### config.mk
export PLATFORM = sky130hd
export DESIGN_NAME = rtmc_core
export DESIGN_NICKNAME = d
export VERILOG_FILES = /design/src/core/rtmc_pkg.sv /design/src/core/rtmc_regs.sv /design/src/core/rtmc_txsel.sv /design/src/core/rtmc_core.sv
export SDC_FILE = /design/constraint.sdc
export NUM_CORES = 1
export LEC_CHECK = 0
export ABC_AREA = 1
export ABC_CLOCK_PERIOD_IN_PS = 2100
export BUFFER_PORTS_ARGS = -buffer_cell sky130_fd_sc_hd__buf_2
export CAP_MARGIN = 30
export CORE_AREA = 10 10 150 152
export DETAILED_ROUTE_END_ITERATION = 8
export DIE_AREA = 0 0 160 162
export HOLD_SLACK_MARGIN = 0.15
export PLACE_DENSITY = 0.69
export SLEW_MARGIN = 20
export SYNTH_ARGS = -nofsm -noshare
export SYNTH_HDL_FRONTEND = slang
export SYNTH_SLANG_ARGS = --single-unit
### constraint.sdc
create_clock -name clk_sys_i -period 2.1 [get_ports clk_sys_i]
set_input_delay 0.63 -clock clk_sys_i [delete_from_list [all_inputs] [get_ports clk_sys_i]]
set_output_delay 0.63 -clock clk_sys_i [all_outputs]
set_load 0.02 [all_outputs]
### src/core/rtmc_pkg.sv
// Shared constants and types for the mode command buffering block
`default_nettype none
package rtmc_pkg;
  // Register offsets on the host register port
  localparam logic [4:0]  REG_CFG_OFS      = 5'h17;
  localparam logic [4:0]  REG_BIT_PRI_OFS  = 5'h1e;
  localparam logic [4:0]  REG_BIT_ALT_OFS  = 5'h1f;
  localparam logic [15:0] CFG_RST_VAL      = 16'h0000;
  localparam logic [15:0] BIT_RST_VAL      = 16'h0000;
  // Terminal configuration fields
  localparam int          CFG_SIMPLIFIED_MODE_BUFFERING_POS     = 0;
  localparam int          CFG_ALTERNATE_SELFTEST_WORD_SELECT_POS  = 1;
  // Control word flags
  localparam int          CW_BROADCAST_RECEIVED_FLAG_POS     = 9;
  localparam int          CW_BLOCK_ACCESSED_FLAG_POS      = 11;
  // Descriptor word indexes within a 4-word block
  localparam logic [1:0]  DW_CTRL          = 2'h0;
  localparam logic [1:0]  DW_INFO          = 2'h1;
  localparam logic [1:0]  DW_TIME          = 2'h2;
  localparam logic [1:0]  DW_DATA          = 2'h3;
  localparam logic [1:0]  DW_BUF_PTR       = 2'h1;
  // Word offsets within a standard mode data buffer
  localparam logic [1:0]  BUF_INFO         = 2'h0;
  localparam logic [1:0]  BUF_TIME         = 2'h1;
  localparam logic [1:0]  BUF_DATA         = 2'h2;
  // Command word fields and mode codes
  localparam int          CMD_TR_POS       = 10;
  localparam logic [4:0]  MC_TX_VECTOR     = 5'h10;
  localparam logic [4:0]  MC_TX_LAST_CMD   = 5'h12;
  localparam logic [4:0]  MC_TX_SELFTEST   = 5'h13;
  localparam logic [12:0] DESC_BASE_RST    = 13'h0200;

  typedef enum logic [3:0] {
    ST_IDLE   = 4'b0000,
    ST_RD_PTR = 4'b0001,
    ST_RD_DAT = 4'b0010,
    ST_TX_OUT = 4'b0011,
    ST_WAIT   = 4'b0100,
    ST_RD_CW  = 4'b0101,
    ST_WR_CW  = 4'b0110,
    ST_WR_INF = 4'b0111,
    ST_WR_TT  = 4'b1000,
    ST_WR_DAT = 4'b1001
  } rtmc_state_t;
endpackage
`default_nettype wire

### src/core/rtmc_regs.sv
// Host registers: terminal configuration and the two self-test words
`timescale 1ns/1ps
`default_nettype none
module rtmc_regs (
  input  wire logic        clk_sys_i,
  input  wire logic        rst_n_i,
  input  wire logic        reg_wr_i,
  input  wire logic [4:0]  reg_addr_i,
  input  wire logic [15:0] reg_wdata_i,
  output logic      [15:0] reg_rdata_o,
  output logic      [15:0] cfg_o,
  output logic      [15:0] bit_pri_o,
  output logic      [15:0] bit_alt_o
);
  import rtmc_pkg::*;

  logic [15:0] cfg_ff, nxt_cfg, pri_ff, nxt_pri, alt_ff, nxt_alt;

  // Next values from host writes
  always_comb begin
    nxt_cfg = cfg_ff;
    nxt_pri = pri_ff;
    nxt_alt = alt_ff;
    if (reg_wr_i) begin
      if (reg_addr_i == REG_CFG_OFS)     nxt_cfg = reg_wdata_i;
      if (reg_addr_i == REG_BIT_PRI_OFS) nxt_pri = reg_wdata_i;
      if (reg_addr_i == REG_BIT_ALT_OFS) nxt_alt = reg_wdata_i;
    end
  end

  // Register stage
  always_ff @(posedge clk_sys_i) begin
    if (!rst_n_i) begin
      cfg_ff <= CFG_RST_VAL;
      pri_ff <= BIT_RST_VAL;
      alt_ff <= BIT_RST_VAL;
    end else begin
      cfg_ff <= nxt_cfg;
      pri_ff <= nxt_pri;
      alt_ff <= nxt_alt;
    end
  end

  // Read mux; unmapped offsets read zero
  always_comb begin
    case (reg_addr_i)
      REG_CFG_OFS:     reg_rdata_o = cfg_ff;
      REG_BIT_PRI_OFS: reg_rdata_o = pri_ff;
      REG_BIT_ALT_OFS: reg_rdata_o = alt_ff;
      default:         reg_rdata_o = 16'h0000;
    endcase
  end

  assign cfg_o     = cfg_ff;
  assign bit_pri_o = pri_ff;
  assign bit_alt_o = alt_ff;
endmodule
`default_nettype wire

### src/core/rtmc_txsel.sv
// Chooses the outgoing mode data word for a transmit mode command
`timescale 1ns/1ps
`default_nettype none
module rtmc_txsel (
  input  wire logic [4:0]  code_i,
  input  wire logic        alt_sel_i,
  input  wire logic [15:0] last_cmd_i,
  input  wire logic [15:0] bit_pri_i,
  input  wire logic [15:0] bit_alt_i,
  input  wire logic [15:0] mem_word_i,
  output logic      [15:0] word_o
);
  import rtmc_pkg::*;

  // [RL6] [RL7] Last command and self-test word never come from memory
  always_comb begin
    if (code_i == MC_TX_LAST_CMD)      word_o = last_cmd_i;
    else if (code_i == MC_TX_SELFTEST) word_o = alt_sel_i ? bit_alt_i : bit_pri_i;
    else                               word_o = mem_word_i;
  end
endmodule
`default_nettype wire

### src/core/rtmc_core.sv
// Mode command data storage and retrieval engine, top level
//
// Overview of operation
// [RL1] Standard scheme uses only a descriptor-held buffer pointer, no circular buffers.
// [RL2] Host should pick single-message index mode for indexed mode buffers.
// [RL3] Standard scheme, codes 0-15: write only info and time-tag buffer words.
// [RL4] Standard scheme, received 16-31: store data word plus info and time tag.
// [RL5] Standard scheme, transmit 16-31: fetch data word from the assigned buffer.
// [RL6] Transmit-last-command word is generated internally, never read from memory.
// [RL7] Self-test word comes from primary or alternate register per config bit.
// [RL8] Standard scheme: record sent last-command/self-test word, info and time tag.
// [RL9] Simplified bit acts on all mode commands; descriptors then hold no pointer.
// [RL10] Simplified block order: control, info, time tag, mode data word.
// [RL11] Simplified scheme updates only accessed and broadcast control-word bits.
// [RL12] Host may preload descriptor word 4; otherwise zero is sent.
// [RL13] Simplified, codes 0-15: update words 1-3, never descriptor word 4.
// [RL14] Simplified, received 16-31: store data in word 4, update words 1-3.
// [RL15] Simplified, transmit 16-31: outgoing word read from descriptor word 4.
// [RL16] Simplified: sent last-command/self-test word copied to word 4, words 1-3 updated.
// [RL17] Codes 0-15 carry no data word; 16-31 carry one, direction by T/R.
// [RL18] Illegal codes 16-31 move no data word; status-only response.
`timescale 1ns/1ps
`default_nettype none
module rtmc_core #(
  parameter int               ADDR_W    = 13,
  parameter logic [ADDR_W-1:0] DESC_BASE = rtmc_pkg::DESC_BASE_RST
) (
  input  wire logic              clk_sys_i,
  input  wire logic              rst_n_i,
  input  wire logic              reg_wr_i,
  input  wire logic [4:0]        reg_addr_i,
  input  wire logic [15:0]       reg_wdata_i,
  output logic      [15:0]       reg_rdata_o,
  input  wire logic              cmd_start_i,
  input  wire logic [15:0]       cmd_word_i,
  input  wire logic              cmd_broadcast_received_flag_i,
  input  wire logic              cmd_illegal_i,
  input  wire logic              msg_done_i,
  input  wire logic [15:0]       msg_info_i,
  input  wire logic [15:0]       msg_time_i,
  input  wire logic [15:0]       rx_data_i,
  output logic      [15:0]       tx_word_o,
  output logic                   tx_word_valid_o,
  output logic                   busy_o,
  output logic                   ram_req_o,
  output logic                   ram_we_o,
  output logic      [ADDR_W-1:0] ram_addr_o,
  output logic      [15:0]       ram_wdata_o,
  input  wire logic [15:0]       ram_rdata_i,
  input  wire logic              ram_ack_i
);
  import rtmc_pkg::*;

  // ****************************************************************
  // Configuration registers and transmit word selection
  // ****************************************************************
  logic [15:0] cfg, bit_pri, bit_alt, sel_word;

  rtmc_regs u_regs (
    .clk_sys_i   (clk_sys_i),
    .rst_n_i     (rst_n_i),
    .reg_wr_i    (reg_wr_i),
    .reg_addr_i  (reg_addr_i),
    .reg_wdata_i (reg_wdata_i),
    .reg_rdata_o (reg_rdata_o),
    .cfg_o       (cfg),
    .bit_pri_o   (bit_pri),
    .bit_alt_o   (bit_alt)
  );

  rtmc_state_t state_ff, nxt_state;
  logic [15:0] cmd_ff, nxt_cmd, last_cmd_ff, nxt_last_cmd;
  logic [15:0] txw_ff, nxt_txw, cw_ff, nxt_cw, dword_ff, nxt_dword;
  logic [15:0] info_ff, nxt_info, time_ff, nxt_time;
  logic [ADDR_W-1:0] ptr_ff, nxt_ptr;
  logic        broadcast_received_flag_ff, nxt_broadcast_received_flag, ill_ff, nxt_ill, simplified_mode_buffering_ff, nxt_simplified_mode_buffering;

  // [RL7] Self-test word source
  rtmc_txsel u_txsel (
    .code_i     (cmd_ff[4:0]),
    .alt_sel_i  (cfg[CFG_ALTERNATE_SELFTEST_WORD_SELECT_POS]),
    .last_cmd_i (last_cmd_ff),
    .bit_pri_i  (bit_pri),
    .bit_alt_i  (bit_alt),
    .mem_word_i (ram_rdata_i),
    .word_o     (sel_word)
  );

  // ****************************************************************
  // Command decode
  // ****************************************************************
  logic [4:0]        code;
  logic              is_tx, has_data, int_word;
  logic [ADDR_W-1:0] desc_addr;

  // [RL17] [RL18] Data word only for codes 16-31; illegal ones move none
  assign code      = cmd_ff[4:0];
  assign is_tx     = cmd_ff[CMD_TR_POS];
  assign has_data  = code[4] && !ill_ff;
  assign int_word  = (code == MC_TX_LAST_CMD) || (code == MC_TX_SELFTEST);
  // [RL10] One 4-word block per mode code and direction
  assign desc_addr = DESC_BASE + ADDR_W'({is_tx, code, 2'b00});

  // ****************************************************************
  // Sequencer
  // ****************************************************************
  // One RAM access at a time; request held until acknowledged
  always_comb begin
    nxt_state    = state_ff;
    nxt_cmd      = cmd_ff;
    nxt_last_cmd = last_cmd_ff;
    nxt_txw      = txw_ff;
    nxt_cw       = cw_ff;
    nxt_dword    = dword_ff;
    nxt_info     = info_ff;
    nxt_time     = time_ff;
    nxt_ptr      = ptr_ff;
    nxt_broadcast_received_flag    = broadcast_received_flag_ff;
    nxt_ill      = ill_ff;
    nxt_simplified_mode_buffering     = simplified_mode_buffering_ff;
    case (state_ff)
      ST_IDLE: begin
        if (cmd_start_i) begin
          nxt_cmd   = cmd_word_i;
          nxt_broadcast_received_flag = cmd_broadcast_received_flag_i;
          nxt_ill   = cmd_illegal_i;
          // [RL9] Scheme latched per command, global for all codes
          nxt_simplified_mode_buffering  = cfg[CFG_SIMPLIFIED_MODE_BUFFERING_POS];
          nxt_state = cfg[CFG_SIMPLIFIED_MODE_BUFFERING_POS] ? ST_WAIT : ST_RD_PTR;
          if (cfg[CFG_SIMPLIFIED_MODE_BUFFERING_POS] && cmd_word_i[CMD_TR_POS] && cmd_word_i[4]
              && !cmd_illegal_i)
            nxt_state = ST_RD_DAT;
        end
      end
      ST_RD_PTR: begin
        if (ram_ack_i) begin
          // [RL1] Pointer names an indexed or ping-pong buffer
          nxt_ptr = ram_rdata_i[ADDR_W-1:0];
          if (is_tx && has_data && !int_word) nxt_state = ST_RD_DAT;
          else if (is_tx && has_data)         nxt_state = ST_TX_OUT;
          else                                nxt_state = ST_WAIT;
        end
      end
      ST_RD_DAT: begin
        if (int_word) begin
          nxt_state = ST_TX_OUT;
        end else if (ram_ack_i) begin
          nxt_state = ST_TX_OUT;
        end
      end
      ST_TX_OUT: begin
        nxt_state = ST_WAIT;
      end
      ST_WAIT: begin
        if (msg_done_i) begin
          nxt_info  = msg_info_i;
          nxt_time  = msg_time_i;
          // Data recorded is the word actually moved on the bus
          nxt_dword = is_tx ? txw_ff : rx_data_i;
          // Transmit-last-command must not overwrite its own answer
          if (code != MC_TX_LAST_CMD || !is_tx) nxt_last_cmd = cmd_ff;
          nxt_state = simplified_mode_buffering_ff ? ST_RD_CW : ST_WR_INF;
        end
      end
      ST_RD_CW: begin
        if (ram_ack_i) begin
          // [RL11] Touch only the accessed and broadcast bits
          nxt_cw = ram_rdata_i;
          nxt_cw[CW_BLOCK_ACCESSED_FLAG_POS]  = 1'b1;
          nxt_cw[CW_BROADCAST_RECEIVED_FLAG_POS] = broadcast_received_flag_ff;
          nxt_state = ST_WR_CW;
        end
      end
      ST_WR_CW:  if (ram_ack_i) nxt_state = ST_WR_INF;
      ST_WR_INF: if (ram_ack_i) nxt_state = ST_WR_TT;
      // [RL13] No word 4 write without a data word
      ST_WR_TT:  if (ram_ack_i) nxt_state = has_data ? ST_WR_DAT : ST_IDLE;
      ST_WR_DAT: if (ram_ack_i) nxt_state = ST_IDLE;
      default:   nxt_state = ST_IDLE;
    endcase
    // Load the outgoing word on entry to the transmit slot
    if (nxt_state == ST_TX_OUT && state_ff != ST_TX_OUT) nxt_txw = sel_word;
  end

  always_ff @(posedge clk_sys_i) begin
    if (!rst_n_i) begin
      state_ff    <= ST_IDLE;
      cmd_ff      <= 16'h0000;
      last_cmd_ff <= 16'h0000;
      txw_ff      <= 16'h0000;
      cw_ff       <= 16'h0000;
      dword_ff    <= 16'h0000;
      info_ff     <= 16'h0000;
      time_ff     <= 16'h0000;
      ptr_ff      <= '0;
      broadcast_received_flag_ff    <= 1'b0;
      ill_ff      <= 1'b0;
      simplified_mode_buffering_ff     <= 1'b0;
    end else begin
      state_ff    <= nxt_state;
      cmd_ff      <= nxt_cmd;
      last_cmd_ff <= nxt_last_cmd;
      txw_ff      <= nxt_txw;
      cw_ff       <= nxt_cw;
      dword_ff    <= nxt_dword;
      info_ff     <= nxt_info;
      time_ff     <= nxt_time;
      ptr_ff      <= nxt_ptr;
      broadcast_received_flag_ff    <= nxt_broadcast_received_flag;
      ill_ff      <= nxt_ill;
      simplified_mode_buffering_ff     <= nxt_simplified_mode_buffering;
    end
  end

  // ****************************************************************
  // Shared RAM port
  // ****************************************************************
  // Addresses: descriptor words when simplified; otherwise descriptor pointer word, then buffer words
  always_comb begin
    ram_req_o   = 1'b1;
    ram_we_o    = 1'b0;
    ram_wdata_o = 16'h0000;
    ram_addr_o  = desc_addr;
    case (state_ff)
      ST_RD_PTR: ram_addr_o = desc_addr + ADDR_W'(DW_BUF_PTR);
      // [RL5] [RL12] [RL15] Word 4 or buffer word, as the host preloaded it
      ST_RD_DAT: begin
        ram_req_o  = !int_word;
        ram_addr_o = simplified_mode_buffering_ff ? desc_addr + ADDR_W'(DW_DATA)
                             : ptr_ff + ADDR_W'(BUF_DATA);
      end
      ST_RD_CW:  ram_addr_o = desc_addr + ADDR_W'(DW_CTRL);
      ST_WR_CW: begin
        ram_we_o    = 1'b1;
        ram_wdata_o = cw_ff;
      end
      // [RL3] Info and time tag written for every completed command
      ST_WR_INF: begin
        ram_we_o    = 1'b1;
        ram_wdata_o = info_ff;
        ram_addr_o  = simplified_mode_buffering_ff ? desc_addr + ADDR_W'(DW_INFO)
                              : ptr_ff + ADDR_W'(BUF_INFO);
      end
      ST_WR_TT: begin
        ram_we_o    = 1'b1;
        ram_wdata_o = time_ff;
        ram_addr_o  = simplified_mode_buffering_ff ? desc_addr + ADDR_W'(DW_TIME)
                              : ptr_ff + ADDR_W'(BUF_TIME);
      end
      // [RL4] [RL8] [RL14] [RL16] Data word stored after completion
      ST_WR_DAT: begin
        ram_we_o    = 1'b1;
        ram_wdata_o = dword_ff;
        ram_addr_o  = simplified_mode_buffering_ff ? desc_addr + ADDR_W'(DW_DATA)
                              : ptr_ff + ADDR_W'(BUF_DATA);
      end
      default:   ram_req_o = 1'b0;
    endcase
  end

  // Transmit word handed to the encoder for exactly one cycle
  assign tx_word_o       = txw_ff;
  assign tx_word_valid_o = (state_ff == ST_TX_OUT);
  assign busy_o          = (state_ff != ST_IDLE);
endmodule
`default_nettype wire

==> results of run 1 <==
-- Yosys cell counts, drive strengths merged --
master   instances  area share (%)
nor3             4            0.23
nor2           112             5.2
xor2             6            0.61
nand3           85             5.0
clkbuf          68             3.0
nand2          281              12
o21ai          159             9.2
o311ai           1            0.10
a31oi           18             1.3
a221o            3            0.35
inv            111             4.8
o22ai            5            0.36
mux2i            1            0.12
or2              1           0.073
dfxtp          180              42
nor4             1           0.073
a32oi            2            0.20
a21oi          158             9.2
a22oi            1           0.087
o211ai           3            0.26
xnor2            1            0.10
buf             16            0.99
o221ai          21             2.1
a211oi           1           0.087
a21boi           1           0.087
o2111ai         13             1.3
ha               2            0.29
nand4           10            0.73
o21a             1           0.087
-- power groups by stage --
stage | Sequential, uW | Combinational, uW | Clock (uW)
after global routing | 4560 | 6100 | 3390
after CTS | 4470 | 5280 | 3260
after global placement | 4490 | 4780 | 0
after detailed placement | 4510 | 4790 | 0
after floorplan | 4550 | 2720 | 0
final | 4500 | 5630 | 3230
-- registers in the layout, summed over array words and instances, names as in the netlist --
register                      cells
state_ff                          4
tx_word_o                        16
simplified_mode_buffering_ff      1
time_ff                          16
u_regs.bit_alt_o                 16
u_regs.bit_pri_o                 16
ptr_ff                           13
cmd_ff                           16
info_ff                          16
u_regs.cfg_o                     16
last_cmd_ff                      16
ill_ff                            1
broadcast_received_flag_ff        1
dword_ff                         16
cw_ff                            16
-- tightest hold or removal path: cells and delay by family --
| kind | cells | cell delay [ps] |
|---|---|---|
| AOI/OAI and AO/OA | 1 | 50 |
| buffers and inverters | 1 | 90 |
| and+or+nand+nor | 1 | 50 |
-- routing by layer --
metal	track usage (%)	routed length (um)	up-vias
met3	4.626	2360	72
met1	29.70	14200	4522
met5	0	0	-
met4	8.472	973	0
met2	38.48	15480	367
li1	-	-	4765
-- kinds of logic after synthesis --
kind of cell / count (synthesis) / share of synthesized area, %
simple gates: 494 / 23.56
fa+ha+maj: 2 / 0.2900
flops: 180 / 41.76
xor+xnor: 7 / 0.7106
mux: 1 / 0.1160
buf+inv: 195 / 8.788
compound gates: 387 / 24.77
-- stage by stage --
stage / hold WS, ps / instances
final: 438.9 / 1794
after global routing: 440.3 / 1793
after CTS: 421.0 / 1779
after floorplan: 420.5 / 1266
after global placement: 430.1 / 1736
after detailed placement: 432.9 / 1736
-- final cells by class --
| type | instances | area share [%] |
|---|---|---|
| multi-input cells | 891 | 40.54 |
| well taps | 265 | 2.627 |
| diodes | 1 | 0.01983 |
| repair buffers | 314 | 20.05 |
| clock buffers | 18 | 3.400 |
| inverters | 111 | 3.360 |
| clock inverters | 14 | 1.289 |
| flip-flops and latches | 180 | 28.71 |
-- final timing paths --
kind | end | slack, ps
setup / recovery | ram_addr_o[6] | -510
hold / removal | info_ff[12] | 440
setup reg to reg | tx_word_o[6] | 160
hold reg to reg | last_cmd_ff[1] | 440
-- what timing repair did --
action | in CTS | in global routing
cloned | 1 | 5
setup endpoints to repair | 49 | 60
setup buffers | 10 | 10
pin swaps | 31 | 34
gates resized for setup | 175 | 102
==> metrics.cfg, run 1 <==
[routing]
dr_total_vias = 9726
ant_nets = 0
drtIter0Drc = 816
wl_per_cell_um = 18.40
post-route-drc-count = 0
via_per_inst = 5.421
dr.pass1.iters = 7
drt-total-wl_um = 33010

[placement]
port_buffers = 173
place_ws_ps = -211.6
dpl.hpwl_um = 23810
placed_area_mm2 = 0.01071
gp_congestion = 0.9476

[setup_path]
cpMaxStageDelayCell = dfxtp_4
setup.worst_path.start_class = register
worstPathRequired_ps = 1470
r2r_start = state_ff[3]
path_depth = 10
arrival_ps = 1980
cp_common_cell = buf_6
cpPeakStageDelay_ps = 380
crit_path_end_kind = output pin
critPathBufInv = 3
critical_path_class = reg -> out
r2r_cells = 15
cp_max_fo = 5
critical_path.top_delay_family = buffers and inverters
critical_path.cell_chain = buf_6 -> nor2_4 -> nand2_2 -> buf_6 -> nor2_4 -> a21oi_2 -> nand2_1 -> o211ai_1 -> nand2_1 -> buf_6
startpoint = state_ff[1]

[clock_tree]
clockBufferDepth = 2
ctsHtreeMaxLevel = 4
cts_sinks = 180
root_buffer = clkbuf_16
path_clk_slew_ps = 70
cts_tree = built
cts-buffers-inserted = 17
clkLatencyLatePin_ps = 440
ctsHoldBuffers = 0

[finish]
final_common_cell = nand2_1
fill_cells = 1729
multiInputGateArea_mm2 = 0.005117
mostFrequentLayoutCells = 238 x nand2_1, 172 x dfxtp_1, 154 x a21oi_1
nNetsFinal = 1626
regArea_mm2 = 0.003623
final_area_mm2 = 0.01262
area_growth_pct = 46.29
utilization_pct = 65.07
drive_gt1_share_pct = 32.33

[yosys]
synthesis.area_mm2 = 0.008628
ys_seq_area_share_pct = 41.76
synth.avg_cell_area_um2 = 6.815
ys_ff_latch = 180
synth_cells = 1266
synth_cell_types = 38
yosysWarnings = 0
synth_nets = 1377

[sta]
finalHoldViolCount = 0
min_period_over_period_pct = 124.1
fmax_mhz = 383.8
layout_min_cycle_time_ps = 2605
final-setup-viol-count = 48
maxSlewHeadroom_pct = 67.69
skew_ps = 10.60
slew_violations = 0
fin_setup_tns_ps = -13750
worst_slew_pin_slew_ps = 484.1
rsz0062_at_grt = yes
setup_slack_ps = -505.4

[floorplanning]
io_pins = 174
start_util_pct = 44.48
dieArea_mm2 = 0.02592
die_h_um = 162
num_rows = 51
fp.dieW_um = 160
core_area_mm2 = 0.01940

[min_path]
holdPathStages = 3
hold_start = msg_info_i[12]
min-delay-path-class = in -> reg

[power_and_ir_drop]
p_clk_share_pct = 24.2
pwr-share-seq_pct = 33.7
p_per_area_mw_per_mm2 = 1059
p_int_uw = 8008
comb_power_share_pct = 42.1
p_switching_uw = 5357
vdd_drop_max_uv = 885.8
p_total_uw = 13370
p_leak_uw = 0.005174
swShare_pct = 40.08

[grt]
grt-ovfl-total = 0
first_global_vias = 9127
antenna_found_initial = 1
grt_util_all_layers_pct = 23.34
grt_max_degree = 49
grt_pass1_wl_um = 48870

[outcome]
failed_checks = negative setup slack
status = finished, violations left

[flow_run]
drv_cap = 0

Note: power is estimated with default switching activity, not from simulation.
==> run 2, diff against run 1 <==
--- a/config.mk
+++ b/config.mk
@@ -13,7 +13,8 @@
 export DETAILED_ROUTE_END_ITERATION = 8
 export DIE_AREA = 0 0 160 162
 export HOLD_SLACK_MARGIN = 0.15
-export PLACE_DENSITY = 0.69
+export PLACE_DENSITY_LB_ADDON = 0.08
+export REMOVE_ABC_BUFFERS = 1
 export SLEW_MARGIN = 20
 export SYNTH_ARGS = -nofsm -noshare
 export SYNTH_HDL_FRONTEND = slang
==> metrics.cfg, run 2 (synthesis gave the netlist of run 1 again) <==
[floorplanning]
die_h_um = 162
start_util_pct = 44.48
core_area_mm2 = 0.01940
io_pins = 174
fp.dieW_um = 160
dieArea_mm2 = 0.02592
num_rows = 51

[outcome]
status = finished, violations left
failed_checks = negative setup slack

[sta]
setup_slack_ps = -533.8
worst_slew_pin_slew_ps = 620.5
final-setup-viol-count = 47
finalHoldViolCount = 0
skew_ps = 10.79
maxSlewHeadroom_pct = 58.63
min_period_over_period_pct = 125.4
rsz0062_at_grt = yes
slew_violations = 0
fmax_mhz = 379.7
layout_min_cycle_time_ps = 2634

[setup_path]
r2r_start = state_ff[2]
arrival_ps = 2000
r2r_cells = 14
critical_path_class = reg -> out
r2r_slack_ps = 40
worstPathRequired_ps = 1470
setup.worst_path.start_class = register
crit_path_end_kind = output pin
cp_max_fo = 7
r2r-end = tx_word_o[11]

[grt]
grt_pass1_wl_um = 51360
antenna_found_initial = 2
first_global_vias = 9243
grt_max_degree = 65
grt-ovfl-total = 0
grt_util_all_layers_pct = 24.44

[routing]
dr.pass1.iters = 7
drtIter0Drc = 757
wl_per_cell_um = 18.81
ant_nets = 0
via_per_inst = 5.376
post-route-drc-count = 0
drt-total-wl_um = 34330
dr_total_vias = 9812

[placement]
dpl.cell_count = 1752
dpl.hpwl_um = 23540
gp_congestion = 0.9612
port_buffers = 173

[min_path]
min-delay-path-class = in -> reg
min_to = time_ff[7]
holdPathStages = 3
hold_start = msg_time_i[7]

[clock_tree]
clkLatencyLatePin_ps = 440
clockBufferDepth = 2
root_buffer = clkbuf_16
cts_sinks = 180
path_clk_slew_ps = 80
ctsHoldBuffers = 0
cts_tree = built
ctsHtreeMaxLevel = 4
cts-buffers-inserted = 17

[power_and_ir_drop]
p_int_uw = 8574
p_total_uw = 14530
p_switching_uw = 5951
vdd_drop_max_uv = 853.9
p_leak_uw = 0.005467
swShare_pct = 40.97
pwr-share-seq_pct = 31.3
comb_power_share_pct = 46.4
p_per_area_mw_per_mm2 = 1105
p_clk_share_pct = 22.4

[flow_run]
drv_cap = 0

[finish]
utilization_pct = 67.78
mostFrequentLayoutCells = 221 x nand2_1, 171 x dfxtp_1, 147 x o21ai_0
drive_gt1_share_pct = 36.20
final_common_cell = nand2_1
area_growth_pct = 52.38
nNetsFinal = 1656
final_cells = 1825

[run 2: worst max-delay path, stage by stage, from the launching register on]
cell      delay (ps)
dfxtp_4          410
inv_6             60
nor2_4           150
nand2_2           90
nand2_4          130
buf_6            120
nand2_2           40
a31oi_1          170
inv_1             60
o211ai_1         130
buf_4            210
[run 2: metrics by stage]
| stage | setup WS, ps | instance area (um^2) | setup TNS, ps | hold slack [ps] |
|---|---|---|---|---|
| 5_1_grt | -625.0 | 13150 | -19630 | 426.2 |
| 6_report | -533.8 | 13150 | -15900 | 439.0 |
| 3_5_place_dp | -255.3 | 10570 | -6875 | 436.6 |
| 3_3_place_gp | -309.9 | 10570 | -6235 | 430.7 |
| 4_1_cts | -461.7 | 12160 | -13410 | 426.1 |
| 2_1_floorplan | -1411 | 8287 | -55580 | 419.9 |
[run 2: final cells by class]
type,count,area (um^2)
antenna,2,5.005
multi-input combinational,891,5295
tap,265,331.6
inverter,111,437.9
sequential,180,3627
clock inverter,15,166.4
clock buffer,17,425.4
fill,1700,6251
timing repair buffer,344,2859
[run 2: worst max-delay path by stage]
stage,from,endpoint,cells past startpoint
after floorplan,reg_addr_i[2],u_regs.cfg_o[0],5
after global placement,state_ff[1],ram_addr_o[1],7
after detailed placement,state_ff[3],ram_addr_o[2],10
after CTS,ptr_ff[1],ram_addr_o[7],11
after global routing,state_ff[3],ram_addr_o[2],10
final,state_ff[3],ram_addr_o[2],10
[run 2: what timing repair did]
item,4_1_cts,5_1_grt
cloned,4,7
resized for setup,237,160
endpoints found under the setup margin,60,89
setup buffers,15,19
pin swaps,35,46
[run 2: power groups by stage]
stage	combinational [uW]	clock [uW]	sequential, uW
after floorplan	2350	0	4590
after global placement	5070	0	4510
after detailed placement	5080	0	4510
after CTS	5650	3270	4480
after global routing	7200	3440	4620
final	6730	3250	4540
[run 2: metal layers]
metal / GRT usage, % / vias up / wire length (um)
li1: - / 4831 / -
met1: 32.43 / 4585 / 15070
met2: 38.29 / 339 / 15910
met3: 5.890 / 57 / 2331
met4: 7.846 / 0 / 1017
met5: 0 / - / 0
